$ cat src/core/osc_loop_pkg.sv
package osc_loop_pkg;

   // register offsets on the serial port's byte address space
   localparam logic [7:0] OSC_CONTROL_ADDR   = 8'h0e;
   localparam logic [7:0] OSC_LEVEL_ADDR     = 8'h0f;
   localparam logic [7:0] OSC_BAND_ADDR      = 8'h10;
   localparam logic [7:0] SPARE_ADDR         = 8'h11;
   localparam logic [7:0] FB_HIGH_ADDR       = 8'h12;
   localparam logic [7:0] FB_MID_ADDR        = 8'h13;
   localparam logic [7:0] FB_LOW_CTRL_ADDR   = 8'h14;
   localparam logic [7:0] OUT1_HIGH_ADDR     = 8'h15;
   localparam logic [7:0] OUT_SHARED_ADDR    = 8'h16;
   localparam logic [7:0] OUT2_LOW_TEST_ADDR = 8'h17;

   // osc_control bit positions
   localparam int CAL_BIT       = 7;
   localparam int AMP_LOOP_BIT  = 6;
   localparam int THR_MSB       = 5;
   localparam int THR_LSB       = 3;
   localparam int CAL_OVR_BIT   = 2;
   localparam int BOOST_BIT     = 1;
   localparam int BAND_OVR_BIT  = 0;
   // osc_level, osc_band fields
   localparam int LEVEL_MSB     = 7;
   localparam int LEVEL_LSB     = 2;
   localparam int BAND_MSB      = 7;
   localparam int BAND_LSB      = 1;
   // feedback_divide_low_and_control fields
   localparam int FB_LOW_MSB    = 7;
   localparam int FB_LOW_LSB    = 4;
   localparam int FB_OVR_BIT    = 3;
   localparam int OUT_OVR_BIT   = 2;
   localparam int LOOP_RST_BIT  = 0;
   // output_divides_shared and second_output_divide_low_and_test fields
   localparam int OUT1_LOW_MSB  = 7;
   localparam int OUT1_LOW_LSB  = 6;
   localparam int OUT2_HIGH_MSB = 5;
   localparam int OUT2_LOW_MSB  = 7;
   localparam int OUT2_LOW_LSB  = 4;
   localparam int TEST_EN_BIT   = 3;
   localparam int TEST_SEL_MSB  = 2;
   localparam int TEST_SEL_LSB  = 1;

   // reset values
   localparam logic [2:0]  THR_RESET      = 3'h6;
   localparam logic [5:0]  LEVEL_RESET    = 6'h20;
   localparam logic [6:0]  BAND_RESET     = 7'h40;
   localparam logic [19:0] FB_DIV_RESET   = 20'h80000;
   localparam logic [9:0]  OUT1_DIV_RESET = 10'h080;
   localparam logic [9:0]  OUT2_DIV_RESET = 10'h000;

   // supply boost step in millivolts, reported to the analog side as a bit
   localparam int BOOST_MV = 100;

   // one register access from the serial port decoder
   typedef struct packed {
      logic       wr;
      logic       rd;
      logic [7:0] addr;
      logic [7:0] wdata;
   } reg_req_t;

   // settings that steer the oscillator and the loop
   typedef struct packed {
      logic        cal_start;
      logic        amp_loop_auto;
      logic [2:0]  amp_threshold;
      logic [5:0]  amp_level;
      logic        supply_boost;
      logic        band_auto;
      logic [6:0]  band;
      logic [19:0] feedback_divide;
      logic [9:0]  first_output_divide;
      logic [9:0]  second_output_divide;
      logic        loop_reset;
   } osc_ctrl_t;

endpackage : osc_loop_pkg

$ cat src/core/vco_pll_divider_control_regs.sv
`timescale 1ns/1ns
module vco_pll_divider_control_regs (
   input  wire logic                   clk_i,
   input  wire logic                   rst_n_i,
   input  wire osc_loop_pkg::reg_req_t req_i,
   output logic [7:0]                  rdata_o,
   input  wire logic [3:0]             ratio_select_pins_i,
   input  wire logic [5:0]             output_select_pins_i,
   output logic [3:0]                  ratio_select_sync_o,
   output logic [5:0]                  output_select_sync_o,
   input  wire logic [19:0]            table_feedback_divide_i,
   input  wire logic [9:0]             table_first_output_divide_i,
   input  wire logic [9:0]             table_second_output_divide_i,
   input  wire logic                   loop_locked_i,
   input  wire logic [3:0]             test_signals_i,
   output osc_loop_pkg::osc_ctrl_t     ctrl_o,
   output logic                        lock_pin_o
);
   import osc_loop_pkg::*;

   typedef enum logic [1:0] {
      CAL_IDLE  = 2'b01,
      CAL_FIRE  = 2'b10
   } cal_state_t;

   logic [7:0]  ctrl_reg;
   logic [5:0]  level_reg;
   logic [6:0]  band_reg;
   logic [19:0] fb_div_reg;
   logic        fb_ovr_reg;
   logic        out_ovr_reg;
   logic        loop_rst_reg;
   logic [9:0]  out1_reg;
   logic [9:0]  out2_reg;
   logic        test_en_reg;
   logic [1:0]  test_sel_reg;
   logic        cal_req_reg;
   logic        auto_due_reg;
   logic        loop_rst_d_reg;
   cal_state_t  cal_state_reg;
   cal_state_t  cal_state_next;
   logic [9:0]  pins_s1_reg;
   logic [9:0]  pins_s2_reg;
   logic [1:0]  lock_sync_reg;
   logic [7:0]  rd_next;
   logic        wr_ctrl;
   logic        fire;

   function automatic logic hit(input reg_req_t r, input logic [7:0] a);
      hit = r.wr && (r.addr == a);
   endfunction : hit

   assign wr_ctrl = hit(req_i, OSC_CONTROL_ADDR);

   // pins come from outside the clock domain, two stages before use
   always_ff @(posedge clk_i) begin
      if (!rst_n_i) begin
         pins_s1_reg   <= 10'h000;
         pins_s2_reg   <= 10'h000;
         lock_sync_reg <= 2'h0;
      end else begin
         pins_s1_reg   <= {ratio_select_pins_i, output_select_pins_i};
         pins_s2_reg   <= pins_s1_reg;
         lock_sync_reg <= {lock_sync_reg[0], loop_locked_i};
      end
   end
   assign ratio_select_sync_o  = pins_s2_reg[9:6];
   assign output_select_sync_o = pins_s2_reg[5:0];

   // oscillator control register; calibrate bit is not stored here
   always_ff @(posedge clk_i) begin
      if (!rst_n_i) begin
         ctrl_reg <= {1'b0, 1'b1, THR_RESET, 3'h0};
      end else if (wr_ctrl) begin
         ctrl_reg <= {1'b0, req_i.wdata[6:0]};
      end
   end

   // level and band fields; low bits are not stored
   always_ff @(posedge clk_i) begin
      if (!rst_n_i) begin
         level_reg <= LEVEL_RESET;
         band_reg  <= BAND_RESET;
      end else begin
         if (hit(req_i, OSC_LEVEL_ADDR))
            level_reg <= req_i.wdata[LEVEL_MSB:LEVEL_LSB];
         if (hit(req_i, OSC_BAND_ADDR))
            band_reg <= req_i.wdata[BAND_MSB:BAND_LSB];
      end
   end

   // feedback divide and loop control
   always_ff @(posedge clk_i) begin
      if (!rst_n_i) begin
         fb_div_reg   <= FB_DIV_RESET;
         fb_ovr_reg   <= 1'b0;
         out_ovr_reg  <= 1'b0;
         loop_rst_reg <= 1'b0;
      end else begin
         if (hit(req_i, FB_HIGH_ADDR))
            fb_div_reg[19:12] <= req_i.wdata;
         if (hit(req_i, FB_MID_ADDR))
            fb_div_reg[11:4] <= req_i.wdata;
         if (hit(req_i, FB_LOW_CTRL_ADDR)) begin
            fb_div_reg[3:0] <= req_i.wdata[FB_LOW_MSB:FB_LOW_LSB];
            fb_ovr_reg      <= req_i.wdata[FB_OVR_BIT];
            out_ovr_reg     <= req_i.wdata[OUT_OVR_BIT];
            loop_rst_reg    <= req_i.wdata[LOOP_RST_BIT];
         end
      end
   end

   // output divides and test port
   always_ff @(posedge clk_i) begin
      if (!rst_n_i) begin
         out1_reg     <= OUT1_DIV_RESET;
         out2_reg     <= OUT2_DIV_RESET;
         test_en_reg  <= 1'b0;
         test_sel_reg <= 2'h0;
      end else begin
         if (hit(req_i, OUT1_HIGH_ADDR))
            out1_reg[9:2] <= req_i.wdata;
         if (hit(req_i, OUT_SHARED_ADDR)) begin
            out1_reg[1:0] <= req_i.wdata[OUT1_LOW_MSB:OUT1_LOW_LSB];
            out2_reg[9:4] <= req_i.wdata[OUT2_HIGH_MSB:0];
         end
         if (hit(req_i, OUT2_LOW_TEST_ADDR)) begin
            out2_reg[3:0] <= req_i.wdata[OUT2_LOW_MSB:OUT2_LOW_LSB];
            test_en_reg   <= req_i.wdata[TEST_EN_BIT];
            test_sel_reg  <= req_i.wdata[TEST_SEL_MSB:TEST_SEL_LSB];
         end
      end
   end

   // manual request latch; a write that lands while a pulse fires wins
   always_ff @(posedge clk_i) begin
      if (!rst_n_i) begin
         cal_req_reg <= 1'b0;
      end else if (wr_ctrl && req_i.wdata[CAL_BIT] && req_i.wdata[CAL_OVR_BIT]) begin
         cal_req_reg <= 1'b1;
      end else if (fire || !ctrl_reg[CAL_OVR_BIT]) begin
         cal_req_reg <= 1'b0;
      end
   end

   // automatic calibration after reset and after each loop reset release
   always_ff @(posedge clk_i) begin
      if (!rst_n_i) begin
         auto_due_reg   <= 1'b1;
         loop_rst_d_reg <= 1'b0;
      end else begin
         loop_rst_d_reg <= loop_rst_reg;
         if (loop_rst_d_reg && !loop_rst_reg)
            auto_due_reg <= 1'b1;
         else if (fire)
            auto_due_reg <= 1'b0;
      end
   end

   // a pulse is held back while the loop sits in reset
   always_comb begin
      cal_state_next = cal_state_reg;
      case (cal_state_reg)
         CAL_IDLE: begin
            if (!loop_rst_reg && (ctrl_reg[CAL_OVR_BIT] ? cal_req_reg : auto_due_reg))
               cal_state_next = CAL_FIRE;
         end
         CAL_FIRE: cal_state_next = CAL_IDLE;
         default:  cal_state_next = CAL_IDLE;
      endcase
   end

   always_ff @(posedge clk_i) begin
      if (!rst_n_i)
         cal_state_reg <= CAL_IDLE;
      else
         cal_state_reg <= cal_state_next;
   end
   assign fire = (cal_state_reg == CAL_FIRE);

   // read mux; unmapped and spare addresses read zero
   always_comb begin
      case (req_i.addr)
         OSC_CONTROL_ADDR:   rd_next = {cal_req_reg, ctrl_reg[6:0]};
         OSC_LEVEL_ADDR:     rd_next = {level_reg, 2'h0};
         OSC_BAND_ADDR:      rd_next = {band_reg, 1'b0};
         FB_HIGH_ADDR:       rd_next = fb_div_reg[19:12];
         FB_MID_ADDR:        rd_next = fb_div_reg[11:4];
         FB_LOW_CTRL_ADDR:   rd_next = {fb_div_reg[3:0], fb_ovr_reg, out_ovr_reg,
                                        1'b0, loop_rst_reg};
         OUT1_HIGH_ADDR:     rd_next = out1_reg[9:2];
         OUT_SHARED_ADDR:    rd_next = {out1_reg[1:0], out2_reg[9:4]};
         OUT2_LOW_TEST_ADDR: rd_next = {out2_reg[3:0], test_en_reg, test_sel_reg, 1'b0};
         default:            rd_next = 8'h00;
      endcase
   end

   always_ff @(posedge clk_i) begin
      if (!rst_n_i)
         rdata_o <= 8'h00;
      else if (req_i.rd)
         rdata_o <= rd_next;
   end

   // effective settings, registered so the analog side sees clean levels
   always_ff @(posedge clk_i) begin
      if (!rst_n_i) begin
         ctrl_o <= '0;
      end else begin
         ctrl_o.cal_start       <= fire;
         ctrl_o.amp_loop_auto   <= ctrl_reg[AMP_LOOP_BIT];
         ctrl_o.amp_threshold   <= ctrl_reg[THR_MSB:THR_LSB];
         ctrl_o.amp_level       <= level_reg;
         ctrl_o.supply_boost    <= ctrl_reg[BOOST_BIT];
         ctrl_o.band_auto       <= !ctrl_reg[BAND_OVR_BIT];
         ctrl_o.band            <= band_reg;
         ctrl_o.feedback_divide <= fb_ovr_reg ? fb_div_reg : table_feedback_divide_i;
         ctrl_o.first_output_divide  <= out_ovr_reg ? out1_reg
                                                    : table_first_output_divide_i;
         ctrl_o.second_output_divide <= out_ovr_reg ? out2_reg
                                                    : table_second_output_divide_i;
         ctrl_o.loop_reset      <= loop_rst_reg;
      end
   end

   // test signals are fast clocks, so this mux stays combinational
   assign lock_pin_o = test_en_reg ? test_signals_i[test_sel_reg] : lock_sync_reg[1];

   // checks on the calibration sequencer, the source selects, the register fields and the read mux, gathered after the logic they guard
   chk_cal_pulse_one: assert property (@(posedge clk_i) disable iff (!rst_n_i)
      ctrl_o.cal_start |=> !ctrl_o.cal_start)
      else $error("calibration start longer than one cycle");
   chk_cal_manual_go: assert property (@(posedge clk_i) disable iff (!rst_n_i)
      wr_ctrl && req_i.wdata[CAL_BIT] && req_i.wdata[CAL_OVR_BIT] && !loop_rst_reg
      && cal_state_reg == CAL_IDLE && cal_state_next == CAL_IDLE
      |=> ##2 ctrl_o.cal_start)
      else $error("manual calibration not started");
   chk_cal_ignored: assert property (@(posedge clk_i) disable iff (!rst_n_i)
      !ctrl_reg[CAL_OVR_BIT]
      && !(wr_ctrl && req_i.wdata[CAL_BIT] && req_i.wdata[CAL_OVR_BIT])
      |=> !cal_req_reg)
      else $error("calibrate bit held without override");
   chk_cal_readback: assert property (@(posedge clk_i) disable iff (!rst_n_i)
      fire && !wr_ctrl |=> !cal_req_reg)
      else $error("calibrate bit not cleared after start");
   chk_fb_select: assert property (@(posedge clk_i) disable iff (!rst_n_i)
      1'b1 |=> ctrl_o.feedback_divide == ($past(fb_ovr_reg) ? $past(fb_div_reg)
                                          : $past(table_feedback_divide_i)))
      else $error("feedback divide source wrong");
   chk_out_select: assert property (@(posedge clk_i) disable iff (!rst_n_i)
      !out_ovr_reg |=> ctrl_o.first_output_divide == $past(table_first_output_divide_i))
      else $error("output divide not from table");
   chk_fb_assemble: assert property (@(posedge clk_i) disable iff (!rst_n_i)
      hit(req_i, FB_MID_ADDR) |=> fb_div_reg[11:4] == $past(req_i.wdata))
      else $error("feedback middle byte not stored");
   chk_spare_zero: assert property (@(posedge clk_i) disable iff (!rst_n_i)
      req_i.rd && req_i.addr == SPARE_ADDR |=> rdata_o == 8'h00)
      else $error("spare register not zero");
   chk_lock_pin: assert property (@(posedge clk_i) disable iff (!rst_n_i)
      !test_en_reg |-> lock_pin_o == lock_sync_reg[1])
      else $error("lock pin not showing lock");
   chk_test_pin: assert property (@(posedge clk_i) disable iff (!rst_n_i)
      test_en_reg |-> lock_pin_o == test_signals_i[test_sel_reg])
      else $error("lock pin not showing test signal");
   chk_boost_follow: assert property (@(posedge clk_i) disable iff (!rst_n_i)
      1'b1 |=> ctrl_o.supply_boost == $past(ctrl_reg[BOOST_BIT]))
      else $error("supply boost not following its bit");
   // the first cycle of loop reset may still carry a pulse launched just before it
   chk_loop_hold: assert property (@(posedge clk_i) disable iff (!rst_n_i)
      loop_rst_reg && loop_rst_d_reg |-> !fire ##1 !ctrl_o.cal_start)
      else $error("calibration during loop reset");

   // main scenarios the bench is expected to reach

   cov_manual_cal: cover property (@(posedge clk_i) disable iff (!rst_n_i)
      ctrl_reg[CAL_OVR_BIT] && ctrl_o.cal_start);
   cov_auto_cal: cover property (@(posedge clk_i) disable iff (!rst_n_i)
      !ctrl_reg[CAL_OVR_BIT] && ctrl_o.cal_start);
   cov_fb_override: cover property (@(posedge clk_i) disable iff (!rst_n_i)
      fb_ovr_reg && out_ovr_reg);
   cov_test_port: cover property (@(posedge clk_i) disable iff (!rst_n_i)
      test_en_reg && test_sel_reg == 2'h3);
   cov_loop_release: cover property (@(posedge clk_i) disable iff (!rst_n_i)
      loop_rst_d_reg && !loop_rst_reg);

endmodule : vco_pll_divider_control_regs

$ cat config.mk
export PLATFORM = sky130hd
export DESIGN_NAME = vco_pll_divider_control_regs
export DESIGN_NICKNAME = d
export VERILOG_FILES = /design/src/core/osc_loop_pkg.sv /design/src/core/vco_pll_divider_control_regs.sv
export SDC_FILE = /design/constraint.sdc
export NUM_CORES = 1
export LEC_CHECK = 0
export CORE_UTILIZATION = 45
export DETAILED_ROUTE_END_ITERATION = 7
export DONT_BUFFER_PORTS = 1
export GPL_ROUTABILITY_DRIVEN = 0
export GPL_TIMING_DRIVEN = 0
export HOLD_SLACK_MARGIN = 0.15
export PLACE_DENSITY = 0.68
export SLEW_MARGIN = 15
export SYNTH_ARGS = -nofsm -noshare
export SYNTH_HDL_FRONTEND = slang
export SYNTH_SLANG_ARGS = --single-unit
$ cat constraint.sdc
create_clock -name clk_i -period 1.61 [get_ports clk_i]
set_input_delay 0.0805 -clock clk_i [delete_from_list [all_inputs] [get_ports clk_i]]
set_output_delay 0.0805 -clock clk_i [all_outputs]
set_load 0.02 [all_outputs]
==> summary.md, run 1 <==
| Metric | Value |
|---|---|
| CP Depth | 2 |
| FF/Latch Area | 0.003224 mm2 |
| Worst setup path endpoint | lock_pin_o |
| Fin crit share | 101.6% |
| Max Used Layer | met4 |
| Worst path buffer plus inverter count | 0 |
| DIE HEIGHT | approximately 120 um |
| DRT antenna net count | 0 |
| Count of final hold-check violations | 0 |
| Fin. max-slew vios | 0 |
| CTS sink count | 161 |
| Max reg flops | 61 |
| Met3 wire length | 1.574 mm |
| Async SR Flop Fraction | 0% |
| Hold Crit Class | input pin to flop |
| Worst setup EP type | output port |
| Seq/Total Area, Yosys | 53.11% |
| First-pass GRT wire length | 26.44 mm |
| Gr ovfl total | 0 |
| Die ar. | 0.01395 mm2 |
| Top post-synthesis cells by area | dfxtp_1 (53%), mux2i_1 (18%), nor2_1 (6.5%) |
| Clock root buffer | clkbuf_16 |
| Crit path DAT | 1560 ps |
| Initial Utilization | 46.01% |
| Minimum clock period | 1636 ps |
| CP max stage cell | mux4_2 |
| Worst-skew pair later-pin latency | 430 ps |
| Yosys cell types | 47 |
| FF-to-FF Start | fb_ovr_reg |
| Initial DRC count | 338 |
| CP peak stage delay | 490 ps |
| PwrDens | 1163 mW/mm2 |
| Synth area leader | dfxtp_1 |
| Worst-Margin Slew | 733.1 ps |
| Port bufs | 0 |
| Layout area overhead | 25.77% |
| Most common cell after layout, fill and taps aside | dfxtp_1 |
| HPWL after DPL | ~11 mm |
| Max clock buf depth | 2 |
| FMAX | 611.2 MHz |
| WL/cell | 19.79 um |
| CP Launch Point | test_sel_reg[0] |
| Final worst slack | -26.19 ps |
| Clock Pin Slew Worst Setup and Hold Paths | 60 ps |
| Setup Skew | 11.35 ps |
| Multi-input gate area in the final layout | approximately 0.0027 mm2 |
| Reg2Reg Setup Slack | approximately 50 ps |
| Pin count of the biggest net entering global routing | 17 |
| Worst-path fanout max | 2 |
| Total length of routed met2 wires | ~7.9 mm |
| Share of cells above drive strength 1 | 10.48% |
| Leakage | 3.016 nW |
| Prevailing post-synth register cell | dfxtp_1 |
| Via density | 5.450 |
| Total GRT Usage | between 20% and 30% |
| TritonCTS clock tree | yes |
| Vias in the first global route | 4741 |
| Synth top area share | 53.11% |
| Met1 WL | 7.056 mm |
| VDD IR max | 0.0007335 V |
| Violated checks | setup timing |
| Design area | roughly 0.0076 mm2 |
| R2r endpoint | rdata_o[3] |
| RSZ-0062 raised after global routing | true |
| Syn Std Cell Area | 0.006068 mm2 |
| Setup crit start kind | flop |
| Register-to-Register Path Depth | 4 |
| Kind of critical path | flop to output port |
| Routed via count | 4714 |
| Avg Cell Area, Syn | around 10 um2 |
| # nets final | 751 |
| Residual DRC count | 0 |
| IO Pins | 155 |
| CP Cell Sequence | mux4_2 -> mux2_4 |
| Synth warn | 0 |
| CTS H-tree depth | 4 |
| Die width | 118.1 um |
| Top delay family on crit path | multiplexers |
| #FFs+latches synth | 161 |
| Max_slew headroom | approximately half |
| WP data required | between 1500 and 2000 ps |
| Most frequent cells in the layout | dfxtp_1 (160), mux2i_1 (108), nor2_1 (105) |
| Maxcap violations | 0 |
| Initial antenna violation count | 2 |
| Status | finished with violations |
| Mapped Nets | 662 |
| Row Count | 42 |
| Cells after Synth | 587 |
| Post-synth EDFFs | 0 |
| Final setup viols | 1 |
| Area after DPL | 0.006289 mm2 |
| Core Footprint | 0.01319 mm2 |
| DRT Pass-1 Iters | 5 |
| Filler cells | 1122 |
| Routed WL | 17.12 mm |
| Cts bufs inserted | 17 |
| Post-Place Setup Slack | -177.7 ps |
layer usage:
metal	vias to the layer above	global-route usage (%)
met1	2235	31.45
met2	253	39.60
li1	2173	-
met3	53	9.060
met5	-	0
met4	0	11.38
repair_timing:
item,in CTS,in global routing
setup buffers,1,0
hold buffers,69,0
hold endpoints to repair,96,0
gates cloned,0,0
setup endpoints to repair,4,31
resized for setup,3,7
stage by stage:
step | total power, W | hold slack [ps] | instances | util, % | TNS, ps
final | 0.008873 | 129.4 | 865 | 57.86 | -26.19
after detailed placement | 0.004644 | 210.8 | 763 | 47.68 | -7217
after global routing | 0.009169 | 182.0 | 864 | 57.84 | -79.50
after CTS | 0.008918 | 140.1 | 863 | 57.63 | -51.24
after floorplan | 0.004539 | 207.8 | 587 | - | 0
after global placement | 0.004633 | 210.7 | 763 | 47.68 | -3131
where the power goes:
part / switching [W] / internal (W) / total (W)
logic: 0.000269 / 0.000226 / 0.000495
registers: 0.000132 / 0.00409 / 0.00422
clock network: 0.00155 / 0.00261 / 0.00416
total: 0.00195 / 0.00692 / 0.00887
worst min-delay path by stage:
stage                                start               end  slack, ps  cells after the start
global route                     req_i[13]       ctrl_reg[5]        180                      5
finish                           req_i[13]       cal_req_reg        130                      5
global placement    ratio_select_pins_i[3]    pins_s1_reg[9]        210                      1
CTS                              req_i[13]       cal_req_reg        140                      5
detailed placement  ratio_select_pins_i[3]    pins_s1_reg[9]        210                      1
floorplan                    loop_locked_i  lock_sync_reg[0]        210                      1
synthesized netlist by cell type (all sizes together) (2+ instances only):
master,n
a21oi,10
a221oi,8
a31oi,3
a32oi,3
and2,42
buf,16
clkbuf,25
dfxtp,161
inv,5
mux2,4
mux2i,108
mux4,7
nand2,31
nand2b,3
nand3,8
nand4b,2
nor2,108
nor2b,3
nor3,4
o21ai,21
worst register-to-register path, delay by kind of cell (launching register included):
kind | cells | cell delay [ps]
AOI/OAI and AO/OA | 2 | 490
buffers and inverters | 1 | 160
DFF | 1 | 290
muxes | 1 | 490
kinds of logic after synthesis:
logic type / after synthesis / share of synthesized area [%]
AO/OA/AOI/OAI: 51 / 5.279
buffers and inverters: 47 / 3.443
flip-flops: 161 / 53.11
multiplexers: 119 / 21.15
AND/OR/NAND/NOR: 209 / 17.01
cell type report:
cell class	instances	area share (%)
clock buffers	20	5.852
plain buffers	41	2.508
multi-input cells	379	34.85
clock inverters	10	2.115
repair buffers	70	9.180
well taps	176	2.885
diodes	2	0.06557
flip-flops and latches	161	42.25
inverters	6	0.2951
Note: power is estimated with default switching activity, not from simulation.
==> run 2, diff against run 1 <==
--- a/config.mk
+++ b/config.mk
@@ -5,13 +5,13 @@
 export SDC_FILE = /design/constraint.sdc
 export NUM_CORES = 1
 export LEC_CHECK = 0
+export CORE_MARGIN = 10
 export CORE_UTILIZATION = 45
 export DETAILED_ROUTE_END_ITERATION = 7
 export DONT_BUFFER_PORTS = 1
 export GPL_ROUTABILITY_DRIVEN = 0
 export GPL_TIMING_DRIVEN = 0
 export HOLD_SLACK_MARGIN = 0.15
-export PLACE_DENSITY = 0.68
 export SLEW_MARGIN = 15
 export SYNTH_ARGS = -nofsm -noshare
 export SYNTH_HDL_FRONTEND = slang
==> summary.md, run 2 (synthesis gave the netlist of run 1 again) <==
| Metric | Value |
|---|---|
| Status | finished with violations |
| Violated checks | setup timing |
| Die ar. | 0.01853 mm2 |
| Multi-input gate area in the final layout | between 0.002 and 0.003 mm2 |
| IO Pins | 155 |
| Vias in the first global route | between 4000 and 5000 |
| Final Power | 0.008663 W |
| Pin count of the biggest net entering global routing | 17 |
| Kind of critical path | flop to output port |
| Met2 usage in global routing | 31.18% |
| Count of final hold-check violations | 0 |
| Setup Skew | 5.141 ps |
| PwrDens | ~1100 mW/mm2 |
| HPWL after DPL | 12.97 mm |
| Share of cells above drive strength 1 | 10.42% |
| Top delay family on crit path | multiplexers |
| Gr ovfl total | 0 |
| Routed WL | 18.12 mm |
| CP Depth | 2 |
| Layout area overhead | 25.83% |
| First-pass GRT wire length | 27.50 mm |
| Design area | 0.007636 mm2 |
| Fin crit share | 102.2% |
| Residual DRC count | 0 |
| DRT Pass-1 Iters | 4 |
| Final setup viols | 1 |
| Fin. max-slew vios | 0 |
| RSZ-0062 raised after global routing | true |
| Clock root buffer | clkbuf_16 |
| Clock Pin Slew Worst Setup and Hold Paths | 60 ps |
| Initial Utilization | 45.82% |
| Cts bufs inserted | 17 |
| Most frequent cells in the layout | dfxtp_1 (160), mux2i_1 (108), nor2_1 (105) |
| Worst-Margin Slew | 761.6 ps |
| Worst-skew pair later-pin latency | 420 ps |
| Via density | 5.249 |
| Hold path depth | 3 |
| Crit path DAT | 1560 ps |
| Total GRT Usage | between 10% and 20% |
| Routed via count | 4556 |
| Worst setup EP type | output port |
| CTS sink count | 161 |
| Setup crit start kind | flop |
| GRT met1 Usage | 24.02% |
| Register-to-Register Path Depth | 5 |
| Max_slew headroom | about 49% |
| Die width | 136.1 um |
| CTS H-tree depth | 4 |
| WP data required | 1530 ps |
| Final worst slack | -34.95 ps |
| Initial antenna violation count | 1 |
| Most common cell after layout, fill and taps aside | dfxtp_1 |
| GR peak layer | met2 |
| FMAX | approximately 600 MHz |
| Post-Place Setup Slack | -150.5 ps |
| Leakage | 3.006 nW |
| CP max stage cell | mux4_2 |
| Max reg flops | 61 |
| Routing usage on met3 | slightly below 7% |
| DRT antenna net count | 0 |
| TritonCTS clock tree | yes |
| WL/cell | 20.88 um |
| Max clock buf depth | 2 |
| DIE HEIGHT | 136.1 um |
| CP peak stage delay | between 400 and 500 ps |
| VDD IR max | around 0.00077 V |
| CP Cell Sequence | mux4_2 -> mux2_4 |
| Core Footprint | ~0.013 mm2 |
| Minimum clock period | 1645 ps |
| Port bufs | 0 |
| Row Count | between 40 and 50 |
| Area after DPL | 0.006289 mm2 |
| Maxcap violations | 0 |
| FF/Latch Area | 0.003224 mm2 |
| Hold Crit Class | input pin to flop |
| # nets final | approximately 750 |
| Worst-path fanout max | 2 |
| Worst path buffer plus inverter count | 0 |
| Filler cells | ~1200 |
| Initial DRC count | 306 |
-- run 2: cell types whose count changed in the layout (fill, tap and decap cells not counted), sizes merged --
| cell | delta |
|---|---|
| dlygate4sd3 | +4 |
| inv | +2 |
| clkbuf | -1 |
| clkinvlp | -2 |
| buf | +1 |
| bufinv | -2 |
| diode | -1 |
| dlymetal6s4s | -1 |
| clkinv | +3 |
-- run 2: path summary, 6_finish.rpt --
path	slack, ps	end	start
worst max-delay path	-30	lock_pin_o	test_sel_reg[0]
worst min-delay path	150	ctrl_o[5]	rst_n_i
worst max register to register	100	rdata_o[0]	loop_rst_reg
worst min register to register	430	pins_s2_reg[4]	pins_s1_reg[4]
-- run 2: area by class of cell --
| class | count | share of cell area (%) |
|---|---|---|
| well taps | 176 | 2.884 |
| flip-flops and latches | 161 | 42.23 |
| inverters | 6 | 0.2949 |
| clock inverters | 11 | 1.737 |
| plain buffers | 40 | 2.458 |
| multi-input cells | 379 | 34.72 |
| diodes | 1 | 0.03277 |
| repair buffers | 74 | 9.798 |
| clock buffers | 20 | 5.850 |
-- run 2: worst reg2reg max path: stages, from the launching register on --
cell and delay (ps):
dfxtp_1 350, mux2_2 280, a221oi_1 250, a31oi_1 110
a32oi_1 300, o21ai_0 110
-- run 2: through the flow --
step / hold WS, ps / setup TNS [ps] / utilization, % / instances
2_1_floorplan: 207.8 / 0 / - / 587
3_3_place_gp: 209.2 / -3194 / 47.49 / 763
3_5_place_dp: 210.8 / -4628 / 47.49 / 763
4_1_cts: 151.1 / -230.6 / 57.41 / 867
5_1_grt: 194.1 / -86.80 / 57.66 / 868
6_report: 147.4 / -34.95 / 57.66 / 868
-- run 2: layer usage --
layer  wire length, um  vias up
met1              7662     2173
li1                  -     2175
met4               369        0
met2              8582      181
met5                 0        -
met3              1506       27
-- run 2: power breakdown --
group	switching [W]	leakage (nW)	internal, W
clock network	0.00161	0.282	0.00233
logic	0.000270	1.41	0.000230
registers	0.000135	1.32	0.00409
total	0.00201	3.01	0.00665
-- run 2: what timing repair did --
action | 4_1_cts | 5_1_grt
pin swaps | 0 | 1
gates resized for setup | 3 | 5
endpoints found under the hold margin | 106 | 0
endpoints found under the setup margin | 4 | 38
setup buffers | 1 | 1
hold buffers | 72 | 0
